<file path="config.mk">
export PLATFORM = sky130hd
export DESIGN_NAME = dpt_top
export DESIGN_NICKNAME = d
export VERILOG_FILES = /design/src/include/dpt_pkg.sv /design/src/include/dpt_psc_if.sv /design/src/logic/dpt_prescaler.sv /design/src/logic/dpt_noise_filter.sv /design/src/logic/dpt_top.sv
export SDC_FILE = /design/constraint.sdc
export NUM_CORES = 1
export LEC_CHECK = 0
export BUFFER_PORTS_ARGS = -buffer_cell sky130_fd_sc_hd__buf_2
export CAP_MARGIN = 20
export CORE_MARGIN = 2
export CORE_UTILIZATION = 56
export DETAILED_ROUTE_END_ITERATION = 16
export PLACE_DENSITY = 0.81
export SLEW_MARGIN = 20
export SYNTH_ARGS = -nofsm -noshare
export SYNTH_HDL_FRONTEND = slang
export SYNTH_HIERARCHICAL = 1
export SYNTH_SLANG_ARGS = --single-unit
</file>
<file path="constraint.sdc">
create_clock -name clk_i -period 3.4 [get_ports clk_i]
set_input_delay 0.51 -clock clk_i [delete_from_list [all_inputs] [get_ports clk_i]]
set_output_delay 0.51 -clock clk_i [all_outputs]
set_load 0.02 [all_outputs]
</file>
<file path="src/include/dpt_pkg.sv">
package dpt_pkg;
    // Byte address of a register is four times its index
    localparam int ADR_W = 18;
    localparam logic [15:0] IDX_SHARED = 16'hFF30;
    localparam logic [15:0] IDX_T0CTL = 16'hFF31;
    localparam logic [15:0] IDX_T1CTL = 16'hFF32;
    localparam logic [15:0] IDX_RLD0 = 16'hFF33;
    localparam logic [15:0] IDX_RLD1 = 16'hFF34;
    localparam logic [15:0] IDX_CNT0 = 16'hFF35;
    localparam logic [15:0] IDX_CNT1 = 16'hFF36;
    localparam logic [15:0] IDX_FLAGS = 16'hFF37;
    // Shared control bits
    localparam int SH_SRC0 = 0;
    localparam int SH_SRC1 = 1;
    localparam int SH_OE = 2;
    localparam int SH_OUTPUT_CHANNEL_SELECT = 3;
    localparam int SH_CASCADE = 4;
    // Timer control bits; POL, FSEL and MODE exist in the timer0 register only
    localparam int CT_RUN = 0;
    localparam int CT_PRESET = 1;
    localparam int CT_CONT = 2;
    localparam int CT_DIV_LO = 3;
    localparam int CT_DIV_HI = 4;
    localparam int CT_POL = 5;
    localparam int CT_FSEL = 6;
    localparam int CT_MODE = 7;
    // Reset values
    localparam logic [7:0] RELOAD_RST = 8'hFF;
    localparam logic [7:0] COUNT_RST = 8'hFF;
    localparam logic [1:0] DIV_RST = 2'h0;
    // Prescaler codes and their last count
    localparam int PSC_W = 6;
    localparam logic [1:0] DIV_BY1 = 2'h0;
    localparam logic [1:0] DIV_BY4 = 2'h1;
    localparam logic [1:0] DIV_BY16 = 2'h2;
    localparam logic [5:0] PSC_LAST4 = 6'h03;
    localparam logic [5:0] PSC_LAST16 = 6'h0F;
    localparam logic [5:0] PSC_LAST64 = 6'h3F;
    // Low-speed ticks per half period of the 2,048 Hz signal
    localparam logic [3:0] LS_HALF_LAST = 4'h7;
    // Noise rejecter passes a level after two falling edges of 2,048 Hz
    localparam logic [1:0] NR_FALL_LAST = 2'h1;
    // Latch release after four half periods: 0.73 to 0.98 msec
    localparam logic [2:0] LATCH_HALF_LAST = 3'h3;
endpackage

</file>
<file path="src/include/dpt_psc_if.sv">
interface dpt_psc_if;
    logic src_tick;
    logic [1:0] ratio;
    logic clear;
    logic out_tick;
    modport psc (input src_tick, input ratio, input clear, output out_tick);
    modport ctl (output src_tick, output ratio, output clear, input out_tick);
endinterface

</file>
<file path="src/logic/dpt_prescaler.sv">
module dpt_prescaler import dpt_pkg::*; (
    input wire logic clk_i,
    input wire logic rst_i,
    dpt_psc_if.psc bus
);
    typedef struct packed {
        logic [PSC_W-1:0] cnt;
    } dpt_psc_state_t;

    dpt_psc_state_t st_ff;
    dpt_psc_state_t nxt_st;
    logic [PSC_W-1:0] last;

    always_comb begin
        case (bus.ratio)
            DIV_BY1: last = '0;
            DIV_BY4: last = PSC_LAST4;
            DIV_BY16: last = PSC_LAST16;
            default: last = PSC_LAST64;
        endcase
        nxt_st = st_ff;
        if (bus.clear) begin
            nxt_st.cnt = '0;
        end else if (bus.src_tick) begin
            nxt_st.cnt = (st_ff.cnt >= last) ? '0 : st_ff.cnt + 6'h01;
        end
    end

    assign bus.out_tick = bus.src_tick & !bus.clear & (st_ff.cnt >= last);

    always_ff @(posedge clk_i) begin
        if (rst_i) begin
            st_ff <= '0;
        end else begin
            st_ff <= nxt_st;
        end
    end
endmodule

</file>
<file path="src/logic/dpt_noise_filter.sv">
module dpt_noise_filter import dpt_pkg::*; (
    input wire logic clk_i,
    input wire logic rst_i,
    input wire logic enable_i,
    input wire logic fall_i,
    input wire logic raw_i,
    output logic level_o
);
    typedef struct packed {
        logic level;
        logic [1:0] edges;
    } dpt_nr_state_t;

    dpt_nr_state_t st_ff;
    dpt_nr_state_t nxt_st;

    always_comb begin
        nxt_st = st_ff;
        if (!enable_i || raw_i == st_ff.level) begin
            nxt_st.level = raw_i;
            nxt_st.edges = '0;
        end else if (fall_i) begin
            if (st_ff.edges == NR_FALL_LAST) begin
                nxt_st.level = raw_i;
                nxt_st.edges = '0;
            end else begin
                nxt_st.edges = st_ff.edges + 2'h1;
            end
        end
    end

    assign level_o = st_ff.level;

    always_ff @(posedge clk_i) begin
        if (rst_i) begin
            st_ff <= '0;
        end else begin
            st_ff <= nxt_st;
        end
    end
endmodule

</file>
<file path="src/logic/dpt_top.sv">
// Added by the designer: the Wishbone slave port.
module dpt_top import dpt_pkg::*; (
    input wire logic clk_i,
    input wire logic rst_i,
    input wire logic wb_cyc_i,
    input wire logic wb_stb_i,
    input wire logic wb_we_i,
    input wire logic [ADR_W-1:0] wb_adr_i,
    input wire logic [3:0] wb_sel_i,
    input wire logic [31:0] wb_dat_i,
    output logic [31:0] wb_dat_o,
    output logic wb_ack_o,
    input wire logic low_speed_osc_clock_i,
    input wire logic high_speed_osc_clock_i,
    input wire logic event_input_i,
    output logic timer_output_port_pin_o
);
    typedef struct packed {
        logic ack;
        logic [7:0] rdat;
        logic [1:0] src_sel;
        logic oe;
        logic output_channel_select;
        logic cascade;
        logic cnt_mode;
        logic func_sel;
        logic polarity;
        logic [1:0] cont;
        logic [1:0][1:0] div;
        logic [1:0] run;
        logic [1:0][7:0] reload;
        logic [1:0][7:0] count;
        logic [1:0][7:0] readout;
        logic latched;
        logic [2:0] latch_age;
        logic [1:0] flag;
        logic timer_output_signal;
        logic pin;
        logic ev_prev;
        logic [3:0] ls_div;
        logic sig2048;
    } dpt_state_t;

    dpt_state_t st_ff;
    dpt_state_t nxt_st;

    logic req;
    logic acc;
    logic wr;
    logic rd;
    logic [15:0] idx;
    logic [7:0] wdat;
    logic [7:0] rmux;
    logic half_tick;
    logic fall2048;
    logic ev_lvl;
    logic ev_edge;
    logic level_ok;
    logic tick0;
    logic dec0;
    logic dec1;
    logic uf0;
    logic uf1;
    logic out_uf;
    logic [1:0] psc_tick;

    // Writes and read side effects happen on the edge where the master sees ack
    assign req = wb_cyc_i & wb_stb_i;
    assign acc = req & st_ff.ack;
    assign wr = acc & wb_we_i & wb_sel_i[0];
    assign rd = acc & !wb_we_i;
    assign idx = wb_adr_i[ADR_W-1:2];
    assign wdat = wb_dat_i[7:0];

    // 2,048 Hz signal from the low-speed oscillator
    assign half_tick = low_speed_osc_clock_i & (st_ff.ls_div == LS_HALF_LAST);
    assign fall2048 = half_tick & st_ff.sig2048;

    dpt_psc_if psc_bus[2] ();

    for (genvar g = 0; g < 2; g++) begin : g_psc
        assign psc_bus[g].src_tick = st_ff.src_sel[g] ? high_speed_osc_clock_i
                                                      : low_speed_osc_clock_i;
        assign psc_bus[g].ratio = st_ff.div[g];
        assign psc_bus[g].clear = !st_ff.run[g];
        assign psc_tick[g] = psc_bus[g].out_tick;
        dpt_prescaler u_psc (
            .clk_i(clk_i),
            .rst_i(rst_i),
            .bus(psc_bus[g].psc)
        );
    end

    dpt_noise_filter u_nr (
        .clk_i(clk_i),
        .rst_i(rst_i),
        .enable_i(st_ff.cnt_mode & st_ff.func_sel),
        .fall_i(fall2048),
        .raw_i(event_input_i),
        .level_o(ev_lvl)
    );

    assign ev_edge = st_ff.polarity ? (ev_lvl & !st_ff.ev_prev) : (!ev_lvl & st_ff.ev_prev);
    assign level_ok = !st_ff.func_sel | (event_input_i == st_ff.polarity);
    assign tick0 = st_ff.cnt_mode ? ev_edge : (psc_tick[0] & level_ok);
    assign dec0 = st_ff.run[0] & tick0;
    assign uf0 = dec0 & (st_ff.count[0] == 8'h00);
    assign dec1 = st_ff.cascade ? uf0 : (st_ff.run[1] & psc_tick[1]);
    assign uf1 = dec1 & (st_ff.count[1] == 8'h00);
    assign out_uf = (st_ff.cascade | st_ff.output_channel_select) ? uf1 : uf0;

    always_comb begin
        case (idx)
            IDX_SHARED: rmux = {3'h0, st_ff.cascade, st_ff.output_channel_select, st_ff.oe, st_ff.src_sel};
            IDX_T0CTL: rmux = {st_ff.cnt_mode, st_ff.func_sel, st_ff.polarity, st_ff.div[0],
                               st_ff.cont[0], 1'b0, st_ff.run[0]};
            IDX_T1CTL: rmux = {3'h0, st_ff.div[1], st_ff.cont[1], 1'b0, st_ff.run[1]};
            IDX_RLD0: rmux = st_ff.reload[0];
            IDX_RLD1: rmux = st_ff.reload[1];
            IDX_CNT0: rmux = st_ff.readout[0];
            IDX_CNT1: rmux = st_ff.readout[1];
            IDX_FLAGS: rmux = {6'h00, st_ff.flag};
            default: rmux = 8'h00;
        endcase
    end

    always_comb begin
        nxt_st = st_ff;
        nxt_st.ack = req & !st_ff.ack;
        if (req & !st_ff.ack) begin
            nxt_st.rdat = rmux;
        end
        if (low_speed_osc_clock_i) begin
            nxt_st.ls_div = half_tick ? 4'h0 : st_ff.ls_div + 4'h1;
        end
        if (half_tick) begin
            nxt_st.sig2048 = !st_ff.sig2048;
        end
        nxt_st.ev_prev = ev_lvl;
        if (dec0) begin
            nxt_st.count[0] = uf0 ? st_ff.reload[0] : st_ff.count[0] - 8'h01;
        end
        if (dec1) begin
            nxt_st.count[1] = uf1 ? st_ff.reload[1] : st_ff.count[1] - 8'h01;
        end
        if (!st_ff.cascade) begin
            if (uf0 & !st_ff.cont[0]) begin
                nxt_st.run[0] = 1'b0;
            end
            if (uf1 & !st_ff.cont[1]) begin
                nxt_st.run[1] = 1'b0;
            end
        end else if (uf1 & !st_ff.cont[0]) begin
            nxt_st.run[0] = 1'b0;
        end
        nxt_st.readout[0] = st_ff.count[0];
        if (!st_ff.latched) begin
            nxt_st.readout[1] = st_ff.count[1];
        end
        if (st_ff.latched & half_tick) begin
            nxt_st.latch_age = st_ff.latch_age + 3'h1;
            if (st_ff.latch_age == LATCH_HALF_LAST) begin
                nxt_st.latched = 1'b0;
            end
        end
        if (!st_ff.cascade | (rd & idx == IDX_CNT1)) begin
            nxt_st.latched = 1'b0;
        end
        if (st_ff.cascade & rd & idx == IDX_CNT0) begin
            nxt_st.latched = 1'b1;
            nxt_st.latch_age = 3'h0;
        end
        if (wr) begin
            case (idx)
                IDX_SHARED: begin
                    nxt_st.src_sel = {wdat[SH_SRC1], wdat[SH_SRC0]};
                    nxt_st.oe = wdat[SH_OE];
                    nxt_st.output_channel_select = wdat[SH_OUTPUT_CHANNEL_SELECT];
                    nxt_st.cascade = wdat[SH_CASCADE];
                end
                IDX_T0CTL: begin
                    nxt_st.cnt_mode = wdat[CT_MODE];
                    nxt_st.func_sel = wdat[CT_FSEL];
                    nxt_st.polarity = wdat[CT_POL];
                    nxt_st.div[0] = wdat[CT_DIV_HI:CT_DIV_LO];
                    nxt_st.cont[0] = wdat[CT_CONT];
                    nxt_st.run[0] = wdat[CT_RUN];
                    if (wdat[CT_PRESET]) begin
                        nxt_st.count[0] = st_ff.reload[0];
                    end
                end
                IDX_T1CTL: begin
                    nxt_st.div[1] = wdat[CT_DIV_HI:CT_DIV_LO];
                    nxt_st.cont[1] = wdat[CT_CONT];
                    nxt_st.run[1] = wdat[CT_RUN];
                    if (wdat[CT_PRESET] & !st_ff.cascade) begin
                        nxt_st.count[1] = st_ff.reload[1];
                    end
                end
                IDX_RLD0: nxt_st.reload[0] = wdat;
                IDX_RLD1: nxt_st.reload[1] = wdat;
                // Clear first so that a same-cycle underflow still sets the flag
                IDX_FLAGS: nxt_st.flag = st_ff.flag & ~wdat[1:0];
                default: ;
            endcase
        end
        if (uf0 & !st_ff.cascade) begin
            nxt_st.flag[0] = 1'b1;
        end
        if (uf1) begin
            nxt_st.flag[1] = 1'b1;
        end
        if (nxt_st.cascade) begin
            nxt_st.run[1] = 1'b0;
        end
        if (out_uf) begin
            nxt_st.timer_output_signal = !st_ff.timer_output_signal;
        end
        nxt_st.pin = nxt_st.oe ? nxt_st.timer_output_signal : 1'b1;
    end

    always_ff @(posedge clk_i) begin
        if (rst_i) begin
            st_ff <= '0;
            st_ff.reload <= {RELOAD_RST, RELOAD_RST};
            st_ff.count <= {COUNT_RST, COUNT_RST};
            st_ff.readout <= {COUNT_RST, COUNT_RST};
            st_ff.div <= {DIV_RST, DIV_RST};
            st_ff.pin <= 1'b1;
        end else begin
            st_ff <= nxt_st;
        end
    end

    assign wb_ack_o = st_ff.ack;
    assign wb_dat_o = {24'h000000, st_ff.rdat};
    assign timer_output_port_pin_o = st_ff.pin;
endmodule

</file>
==> results list, run 1 <==
- The run finished with clean final reports.
* Cells on worst reg2reg path: 13
* Drc violations: 0
* Quantity of I/O buffers inserted on ports: 42
- Clock Sink Count: 102
- Worst path arrival time: ~3400 ps
- Die Width: 101.9 microns
* Number of enable-type register cells in the synthesized netlist: 0
- The slowest stage of the critical path is the sky130_fd_sc_hd__dfxtp_1 cell.
* Number of buffers inserted for hold repair after clock tree synthesis: 0
- After clock tree synthesis, the repair step resized 0 gates.
- Area of the placeable core: 9284 sq um
* Synthesized area divided by synthesized cell count: roughly 9 sq um
- The synthesized netlist occupies a cell area of about 5400 sq um.
- Antenna diode instance count: 0
- Sequential cell area: between 2000 and 2500 sq um
- TritonCTS created 9 clock buffers.
- The worst setup path is launched from a flop.
- The worst register-to-register path ends at st_ff[41].
- Insertion delay of the later-clocked pin in the worst-skew pair: 370 ps
- H-tree Lvls: 3
- Worst setup path class: reg -> reg
- Finished layout cell area: around 5800 sq um
- Leading cell types by total area after synthesis: sky130_fd_sc_hd__dfxtp_1 (38%), sky130_fd_sc_hd__mux2i_1 (8.6%), sky130_fd_sc_hd__nand2_1 (5.8%), sky130_fd_sc_hd__buf_4 (4.9%), sky130_fd_sc_hd__nor2_1 (4.0%)
- Ys Warns: 6
* CTS Buffer Depth: 2
- For the final routed database, the setup TNS stands at 0 ps.
- Area grow syn2layout: 7.978%
- The detailed router finished its first iteration with approximately 260 violations.
- The worst hold path terminates at st_ff[70].
- Buffers added to address setup during post-CTS repair amount to 0.
- The share of the Yosys chip area taken by registers is 0.3807.
- Die ar.: slightly above 10000 sq um
- Setup violations remaining at the end of the flow were counted as 0.
- Dividing total power by cell area gives a power density of between 300 and 400 nW/um^2.
- Detailed routing inserted a total of 4440 vias.
* Commonest cells in the netlist: sky130_fd_sc_hd__dfxtp_1 (102), sky130_fd_sc_hd__nand2_1 (83), sky130_fd_sc_hd__nor2_1 (57)
* Number of rows created at floorplan: 35
- Final Slew Violations: 0
- Fraction of synthesized cell area taken by the top area cell type: 0.3807
- Start of the worst register-to-register path: psc_bus[0].ratio[1]
- Worst Tran Pin Value: ~600 ps
- Cell at the root of the clock tree: sky130_fd_sc_hd__clkbuf_8
* Post-detailed-route via-to-cell ratio: around 5.7
- The smallest clock period supported by the final layout is computed as 3090 ps.
- Clock transition at the registers of the reported paths: ~110 ps
* Overall routing resource usage: 0.2478
* Data required time at the worst endpoint: ~3700 ps
- In this run the vertical extent of the chip is between 100 and 150 microns.
- Maximum clock frequency: between 300 and 400 MHz
- Slew HR: 0.5919
- Flops & latches, synth: between 100 and 150
- sky130_fd_sc_hd__dfxtp_1 is the most common cell in the netlist.
- In this design, the critical path's most frequently occurring cell is sky130_fd_sc_hd__o21ai_0.
* Largest net degree at the start of global routing: 41
- Synth Instances: 610
* Worst IR Drop VDD: around 0.27 mV
- Number of placed I/O pins: 96
* Hold path cells: 2
* Critical Path Fanout Max: 7
- Share of synthesized registers carrying an async set or reset: 0
* Area used by multi-input combinational logic: 3010 sq um
- Final period util: 0.9088
- The first global-routing pass estimated 20.02 mm of wire.
- Starting density of the core: 0.5778
- Antenna violations before repair: 0
- Max-capacitance violation count: 0
* Post-detailed-placement cell area: around 5600 sq um
* Number of endpoints with negative hold slack in the final report: 0
- For this run the aggregate overflow at the end of global routing stands at 0.
- The path class of the tightest hold or removal check is in -> reg.
- Cell family with most CP delay: compound AO/OA/AOI/OAI gates
* Final weighted congestion in routability-driven placement: 0.8976
* Via count of the first global-routing pass: 4229
* Final-layout worst hold slack: approximately 400 ps
- Crit path cell chain: or2_2, ha_1, nand2b_1, a21oi_1, o21ai_0, nor2b_1, nand2_1, a211oi_1, buf_4, o2111a_1, o21ai_0, a21o_1, a2bb2oi_1
- Leading register cell type out of synthesis: sky130_fd_sc_hd__dfxtp_1
- DPL Wire Length: 9.518 mm
- Proportion of layout cells with a drive suffix above 1: 0.1564
* Total wire length: 12.57 mm
- CTS tree: yes
- Together, buffers and inverters on the worst path number 1.
* Leakage power: around 2.3 nW
- After the last flow step, the layout net total stands at ~720.
- Largest incremental delay on the critical path: approximately 370 ps
- Fill cells in the final layout number roughly 800.
* Worst clock skew: about 26 ps
- R2R Setup Slk: 310 ps
- Setup repair after global routing missed its margin: false
* Hold Crit Start: rst_i
- STA classifies the critical path endpoint as a flop.
- Remaining antenna violation count: 0
* Detailed-routing iteration count for the pre-antenna-repair pass: 5
- Average wire per cell in the routed design: about 16 microns
- Synth area leader: sky130_fd_sc_hd__dfxtp_1
- Counting distinct cell types in the post-synthesis netlist gives 64.
==> worst max path at each step <==
stage	slack (ps)	cells after the start	to	from
finish	310	13	st_ff[41]	psc_bus[0].ratio[1]
global route	40	13	st_ff[44]	psc_bus[0].ratio[1]
CTS	310	13	st_ff[41]	psc_bus[0].ratio[1]
global placement	330	14	st_ff[45]	low_speed_osc_clock_i
detailed placement	320	14	st_ff[45]	low_speed_osc_clock_i
floorplan	420	13	st_ff[45]	low_speed_osc_clock_i
==> area by class of cell <==
type                            count  share of cell area
Multi-Input combinational cell    461              0.5198
Sequential cell                   102              0.3526
Timing Repair Buffer               54             0.05185
Tap cell                          129             0.02787
Clock buffer                       10             0.02376
Inverter                           19             0.01231
Clock inverter                      6             0.01188
==> logic make-up after synthesis <==
logic type / Yosys count / synth area share
fa+ha+maj: 15 / 0.03499
xor+xnor: 28 / 0.04572
mux: 49 / 0.09844
buf+inv: 70 / 0.07418
compound gates: 110 / 0.1465
other cells: 1 / 0.0006991
flops: 102 / 0.3807
simple gates: 235 / 0.2188
==> routing by layer <==
| layer | GRT usage | up-vias | wire (microns) |
|---|---|---|---|
| met1 | 0.3177 | 2112 | 5555 |
| met4 | 0.08000 | 0 | 216 |
| met5 | 0 | - | 0 |
| met2 | 0.4216 | 161 | 6018 |
| li1 | - | 2150 | - |
| met3 | 0.04856 | 17 | 775 |
==> stage by stage <==
step / setup slack (ps) / instances / power, W / utilization
after floorplan: 419.3 / 633 / 0.001339 / -
after global placement: 331.4 / 765 / 0.001364 / 0.6016
after detailed placement: 317.0 / 765 / 0.001366 / 0.6016
after CTS: 311.8 / 781 / 0.002144 / 0.6239
after global routing: 39.05 / 781 / 0.002206 / 0.6239
final: 310.1 / 781 / 0.002133 / 0.6239
==> worst reg2reg max path, cell delays in order, from the launching register on <==
cell and delay, ps:
sky130_fd_sc_hd__dfxtp_1 370, sky130_fd_sc_hd__or2_2 330, sky130_fd_sc_hd__ha_1 260, sky130_fd_sc_hd__nand2b_1 140, sky130_fd_sc_hd__a21oi_1 280, sky130_fd_sc_hd__o21ai_0 130, sky130_fd_sc_hd__nor2b_1 140, sky130_fd_sc_hd__nand2_1 70
sky130_fd_sc_hd__a211oi_1 50, sky130_fd_sc_hd__buf_4 170, sky130_fd_sc_hd__o2111a_1 290, sky130_fd_sc_hd__o21ai_0 300, sky130_fd_sc_hd__a21o_1 320, sky130_fd_sc_hd__a2bb2oi_1 180
==> layout by cell type, fill, tap and decap left out, types with 4 or more instances in the layout <==
cell type | netlist | routed
sky130_fd_sc_hd__a21oi_1 | 26 | 26
sky130_fd_sc_hd__o211ai_1 | 6 | 6
sky130_fd_sc_hd__mux2i_1 | 46 | 46
sky130_fd_sc_hd__nor2_1 | 57 | 57
sky130_fd_sc_hd__nor2b_1 | 8 | 8
sky130_fd_sc_hd__clkbuf_8 | 0 | 10
sky130_fd_sc_hd__xor2_1 | 18 | 18
sky130_fd_sc_hd__nor3b_1 | 5 | 5
sky130_fd_sc_hd__xnor2_1 | 10 | 10
sky130_fd_sc_hd__nand2_1 | 83 | 83
sky130_fd_sc_hd__nand3b_1 | 4 | 4
sky130_fd_sc_hd__buf_2 | 3 | 42
sky130_fd_sc_hd__o21ai_0 | 30 | 30
sky130_fd_sc_hd__nand4_1 | 11 | 11
sky130_fd_sc_hd__ha_1 | 15 | 15
sky130_fd_sc_hd__inv_1 | 19 | 19
sky130_fd_sc_hd__dfxtp_1 | 102 | 102
sky130_fd_sc_hd__a2bb2oi_1 | 7 | 7
sky130_fd_sc_hd__a211oi_1 | 5 | 5
sky130_fd_sc_hd__clkinvlp_4 | 0 | 4
sky130_fd_sc_hd__conb_1 | 1 | 24
sky130_fd_sc_hd__or2_2 | 9 | 9
sky130_fd_sc_hd__buf_4 | 35 | 12
sky130_fd_sc_hd__nor3_1 | 17 | 17
sky130_fd_sc_hd__nand3_1 | 11 | 11
==> flip-flops by register name, summed over array words and instances, names as in the netlist <==
register,cells
g_psc.u_psc/st_ff,12
wb_ack_o,1
st_ff,65
wb_dat_o,8
u_nr/level_o,1
psc_bus.ratio,4
timer_output_port_pin_o,1
nxt_st,8
u_nr/st_ff,2
==> report_power, final <==
part	leakage [nW]	total, W	internal [W]	switching, W
clock	0.0912	0.000792	0.000363	0.000429
sequential	0.824	0.00120	0.00120	0.00000302
combinational	1.42	0.000141	0.0000439	0.0000968
total	2.34	0.00213	0.00160	0.000529
Power figures use the tool's default switching activity.
==> run 2: changes to the inputs <==
BUFFER_PORTS_ARGS = default   (was -buffer_cell sky130_fd_sc_hd__buf_2)
DONT_BUFFER_PORTS = 1   (was default)
HOLD_SLACK_MARGIN = 0.03   (was default)
PLACE_DENSITY = 0.72   (was 0.81)
==> run 2 against run 1 <==
Against the previous run: maximum frequency up 0.42%; non-clock buffer count down 44; clock-buffer cell count unchanged; sequential share of layout area up 1.2 points; highest routed layer unchanged; cell count down 5.6%; routed wire length down 3.1%; clock power up 15%; clock skew down 18 ps; worst setup slack better by 13 ps; die area unchanged; flip-flop and latch count unchanged.
==> results list, run 2 (synthesis gave the netlist of run 1 again) <==
- The power density normalized to cell area came to 392.4 nW/um^2 (+6.6%).
* Leading cell type in the layout, fill and taps excluded: sky130_fd_sc_hd__dfxtp_1
- H-tree Lvls: 3 (unchanged)
* Number of rows created at floorplan: 35 (unchanged)
- Setup repair after global routing missed its margin: false
- Area used by multi-input combinational logic: 3012 sq um (about the same)
* Max-capacitance violation count: 0 (unchanged)
- The port buffer count is 0 (-100%).
* DRC violation total after the first TritonRoute iteration: 261 (+1.2%)
* Leakage power: 2.161 nW (-7.6%)
- Antenna violations before repair: 0 (unchanged)
- Capture point of the worst reg-to-reg path: st_ff[42]
- The average wire length per cell after detail routing came to 16.53 microns (+2.7%).
* Slew HR: 0.5922 (about the same)
- Via count of the first global-routing pass: 4090 (-3.3%)
* Crit path from: psc_bus[0].ratio[1]
- Clock Sink Count: 102 (unchanged)
- Met2 Use GR: 0.4049 (-0.01670)
- The portion of the clock cycle consumed by the worst path in the final layout is 0.9050 (-0.003792).
- Proportion of layout cells with a drive suffix above 1: 0.09539 (-0.06105)
- The worst clock skew on the final layout was 7.923 ps (-18.02 ps).
* DPL Wire Length: 9.194 mm (-3.4%)
* Insertion delay of the later-clocked pin in the worst-skew pair: 370 ps (about the same)
- The number of buffers created by CTS is 9 (unchanged).
- Area of the placeable core: 9284 sq um (unchanged)
- Worst path arrival time: 3370 ps (-20 ps)
- The peak supply drop was 0.2348 mV (-11%).
- CTS Buffer Depth: 2 (unchanged)
* Number of endpoints with negative hold slack in the final report: 0 (unchanged)
* Final critical delay including setup and external delays: 3077 ps (-12.89 ps)
* Remaining antenna violation count: 0 (unchanged)
- DIE HEIGHT: 101.9 microns (unchanged)
* Status: finished clean
- End point of the most critical hold path: st_ff[70]
- GR peak layer: met2
* Final weighted congestion in routability-driven placement: 0.9499 (+5.8%)
* Critical Path Fanout Max: 8 (+1)
- The met3 demand-to-capacity share in global routing came to 0.05062 (+0.002052).
* R2R Setup Slk: 320 ps (about the same)
- Top library cells by usage in the layout, fill and taps aside: sky130_fd_sc_hd__dfxtp_1 (102), sky130_fd_sc_hd__nand2_1 (83), sky130_fd_sc_hd__nor2_1 (57), sky130_fd_sc_hd__mux2i_1 (46), sky130_fd_sc_hd__o21ai_0 (30)
- Start of the worst register-to-register path: psc_bus[0].ratio[1]
* Biggest registers after layout: st_ff x65, g_psc.u_psc/st_ff x12
- Cell at the root of the clock tree: sky130_fd_sc_hd__clkbuf_8
* Number of placed I/O pins: 96 (unchanged)
* Total gr overflow: 0 (unchanged)
- The worst hold path begins at rst_i.
- CTS tree: yes
- The first-pass iteration count of the detailed router is 5 (unchanged).
* Met1 capacity usage during global routing: 0.3156 (-0.002124)
- Clock transition at the registers of the reported paths: 100 ps (about the same)
- Starting density of the core: 0.5778 (unchanged)
* Total wire length: 12.18 mm (-3.1%)
- From synthesis to final layout, the design area changed by 4.385%.
* Hold path cells: 1 (-1)
- Final Slew Violations: 0 (unchanged)
- Largest net degree at the start of global routing: 48 (+17%)
* Pre-CTS setup slack: 301.8 ps (-15.24 ps)
- The final hold slack is 201.6 ps (-199.5 ps).
- The maximum frequency from static timing analysis is 325.0 MHz (+0.42%).
* Die Width: 101.9 microns (unchanged)
- The tightest min-delay check is of the in -> reg type.
- Overall routing resource usage: 0.2469 (-0.0008260)
- Drc violations: 0 (unchanged)
- The total die area came to 10380 sq um (unchanged).
* Sequential cell area: 2042 sq um (unchanged)
- Global-route wire length before repair: 19.97 mm (-0.27%)
- The total design power is 0.002197 W (+3.0%).
- The total setup violations reported at the end of the flow came to 0 (unchanged).
- Number of inserted filler cells in the final layout: 859 (+5.0%)
- CP Launch Type: flop
* Antenna diode instance count: 0 (unchanged)
* Vias after detailed routing: 4250 (-4.3%)
* Worst Tran Pin Value: 610.8 ps (-0.04667 ps)
* Number of flip-flops under the largest register name: 65 (unchanged)
- Crit path capture type: flop
* Data required time at the worst endpoint: 3700 ps (about the same)
- The setup total negative slack was 0 ps (unchanged).
- Register with the most flip-flops: st_ff
- The post-detailed-route via-to-cell ratio came to 5.767 (+1.4%).
- The worst setup path is of the reg -> reg kind.
* Minimum setup slack in the final design: 323.0 ps (+12.89 ps)
* Cells on worst reg2reg path: 13 (unchanged)
- Net count reported at finish: 680 (-6.1%)
-- run 2: how the worst max path moves through the flow --
stage	end	slack, ps	cells past startpoint
2_1_floorplan	st_ff[45]	420	13
3_3_place_gp	st_ff[45]	340	13
3_5_place_dp	st_ff[45]	300	13
4_1_cts	st_ff[42]	280	13
5_1_grt	st_ff[42]	100	13
6_report	st_ff[42]	320	13
-- run 2: through the flow --
step | std cells | area [sq um] | util
3_3_place_gp | 721 | 5360 | 0.5774
6_report | 737 | 5599 | 0.6031
4_1_cts | 737 | 5598 | 0.6030
3_5_place_dp | 721 | 5360 | 0.5774
5_1_grt | 737 | 5599 | 0.6031
2_1_floorplan | 633 | 5450 | -
-- run 2: repair_timing --
item / CTS / global route
resized for setup: 0 / 1
buffers inserted: 0 / 0
hold buffers: 0 / 0
setup endpoints to repair: 0 / 1
-- run 2: final cells by class --
type	instances	area share
clock buffers	10	0.02279
clock inverters	6	0.01966
inverters	19	0.01274
multi-input cells	461	0.5379
flip-flops and latches	102	0.3647
well taps	129	0.02883
repair buffers	10	0.01341
-- run 2: routing by layer --
metal	share of wire	up-vias
met2	0.47	155
met3	0.075	19
met1	0.44	2015
met5	0	-
li1	-	2061
met4	0.017	0
-- run 2: worst max-delay path: stages, from the launching register on --
cell                        delay, ps
sky130_fd_sc_hd__dfxtp_1          380
sky130_fd_sc_hd__or2_2            330
sky130_fd_sc_hd__ha_1             270
sky130_fd_sc_hd__nand2b_1         140
sky130_fd_sc_hd__a21oi_1          270
sky130_fd_sc_hd__o21ai_0          140
sky130_fd_sc_hd__nor2b_1          140
sky130_fd_sc_hd__nand2_1           70
sky130_fd_sc_hd__a211oi_1          50
sky130_fd_sc_hd__buf_4            160
sky130_fd_sc_hd__o2111a_2         330
sky130_fd_sc_hd__o21ai_0          220
sky130_fd_sc_hd__a21o_1           320
sky130_fd_sc_hd__a2bb2oi_1        190
-- run 2: power by group --
part / internal (W) / total, W / switching, W / leakage [nW]
logic: 0.0000290 / 0.0000888 / 0.0000598 / 1.22
clock network: 0.000488 / 0.000907 / 0.000419 / 0.112
registers: 0.00120 / 0.00120 / 0.00000375 / 0.824
total: 0.00171 / 0.00220 / 0.000483 / 2.16
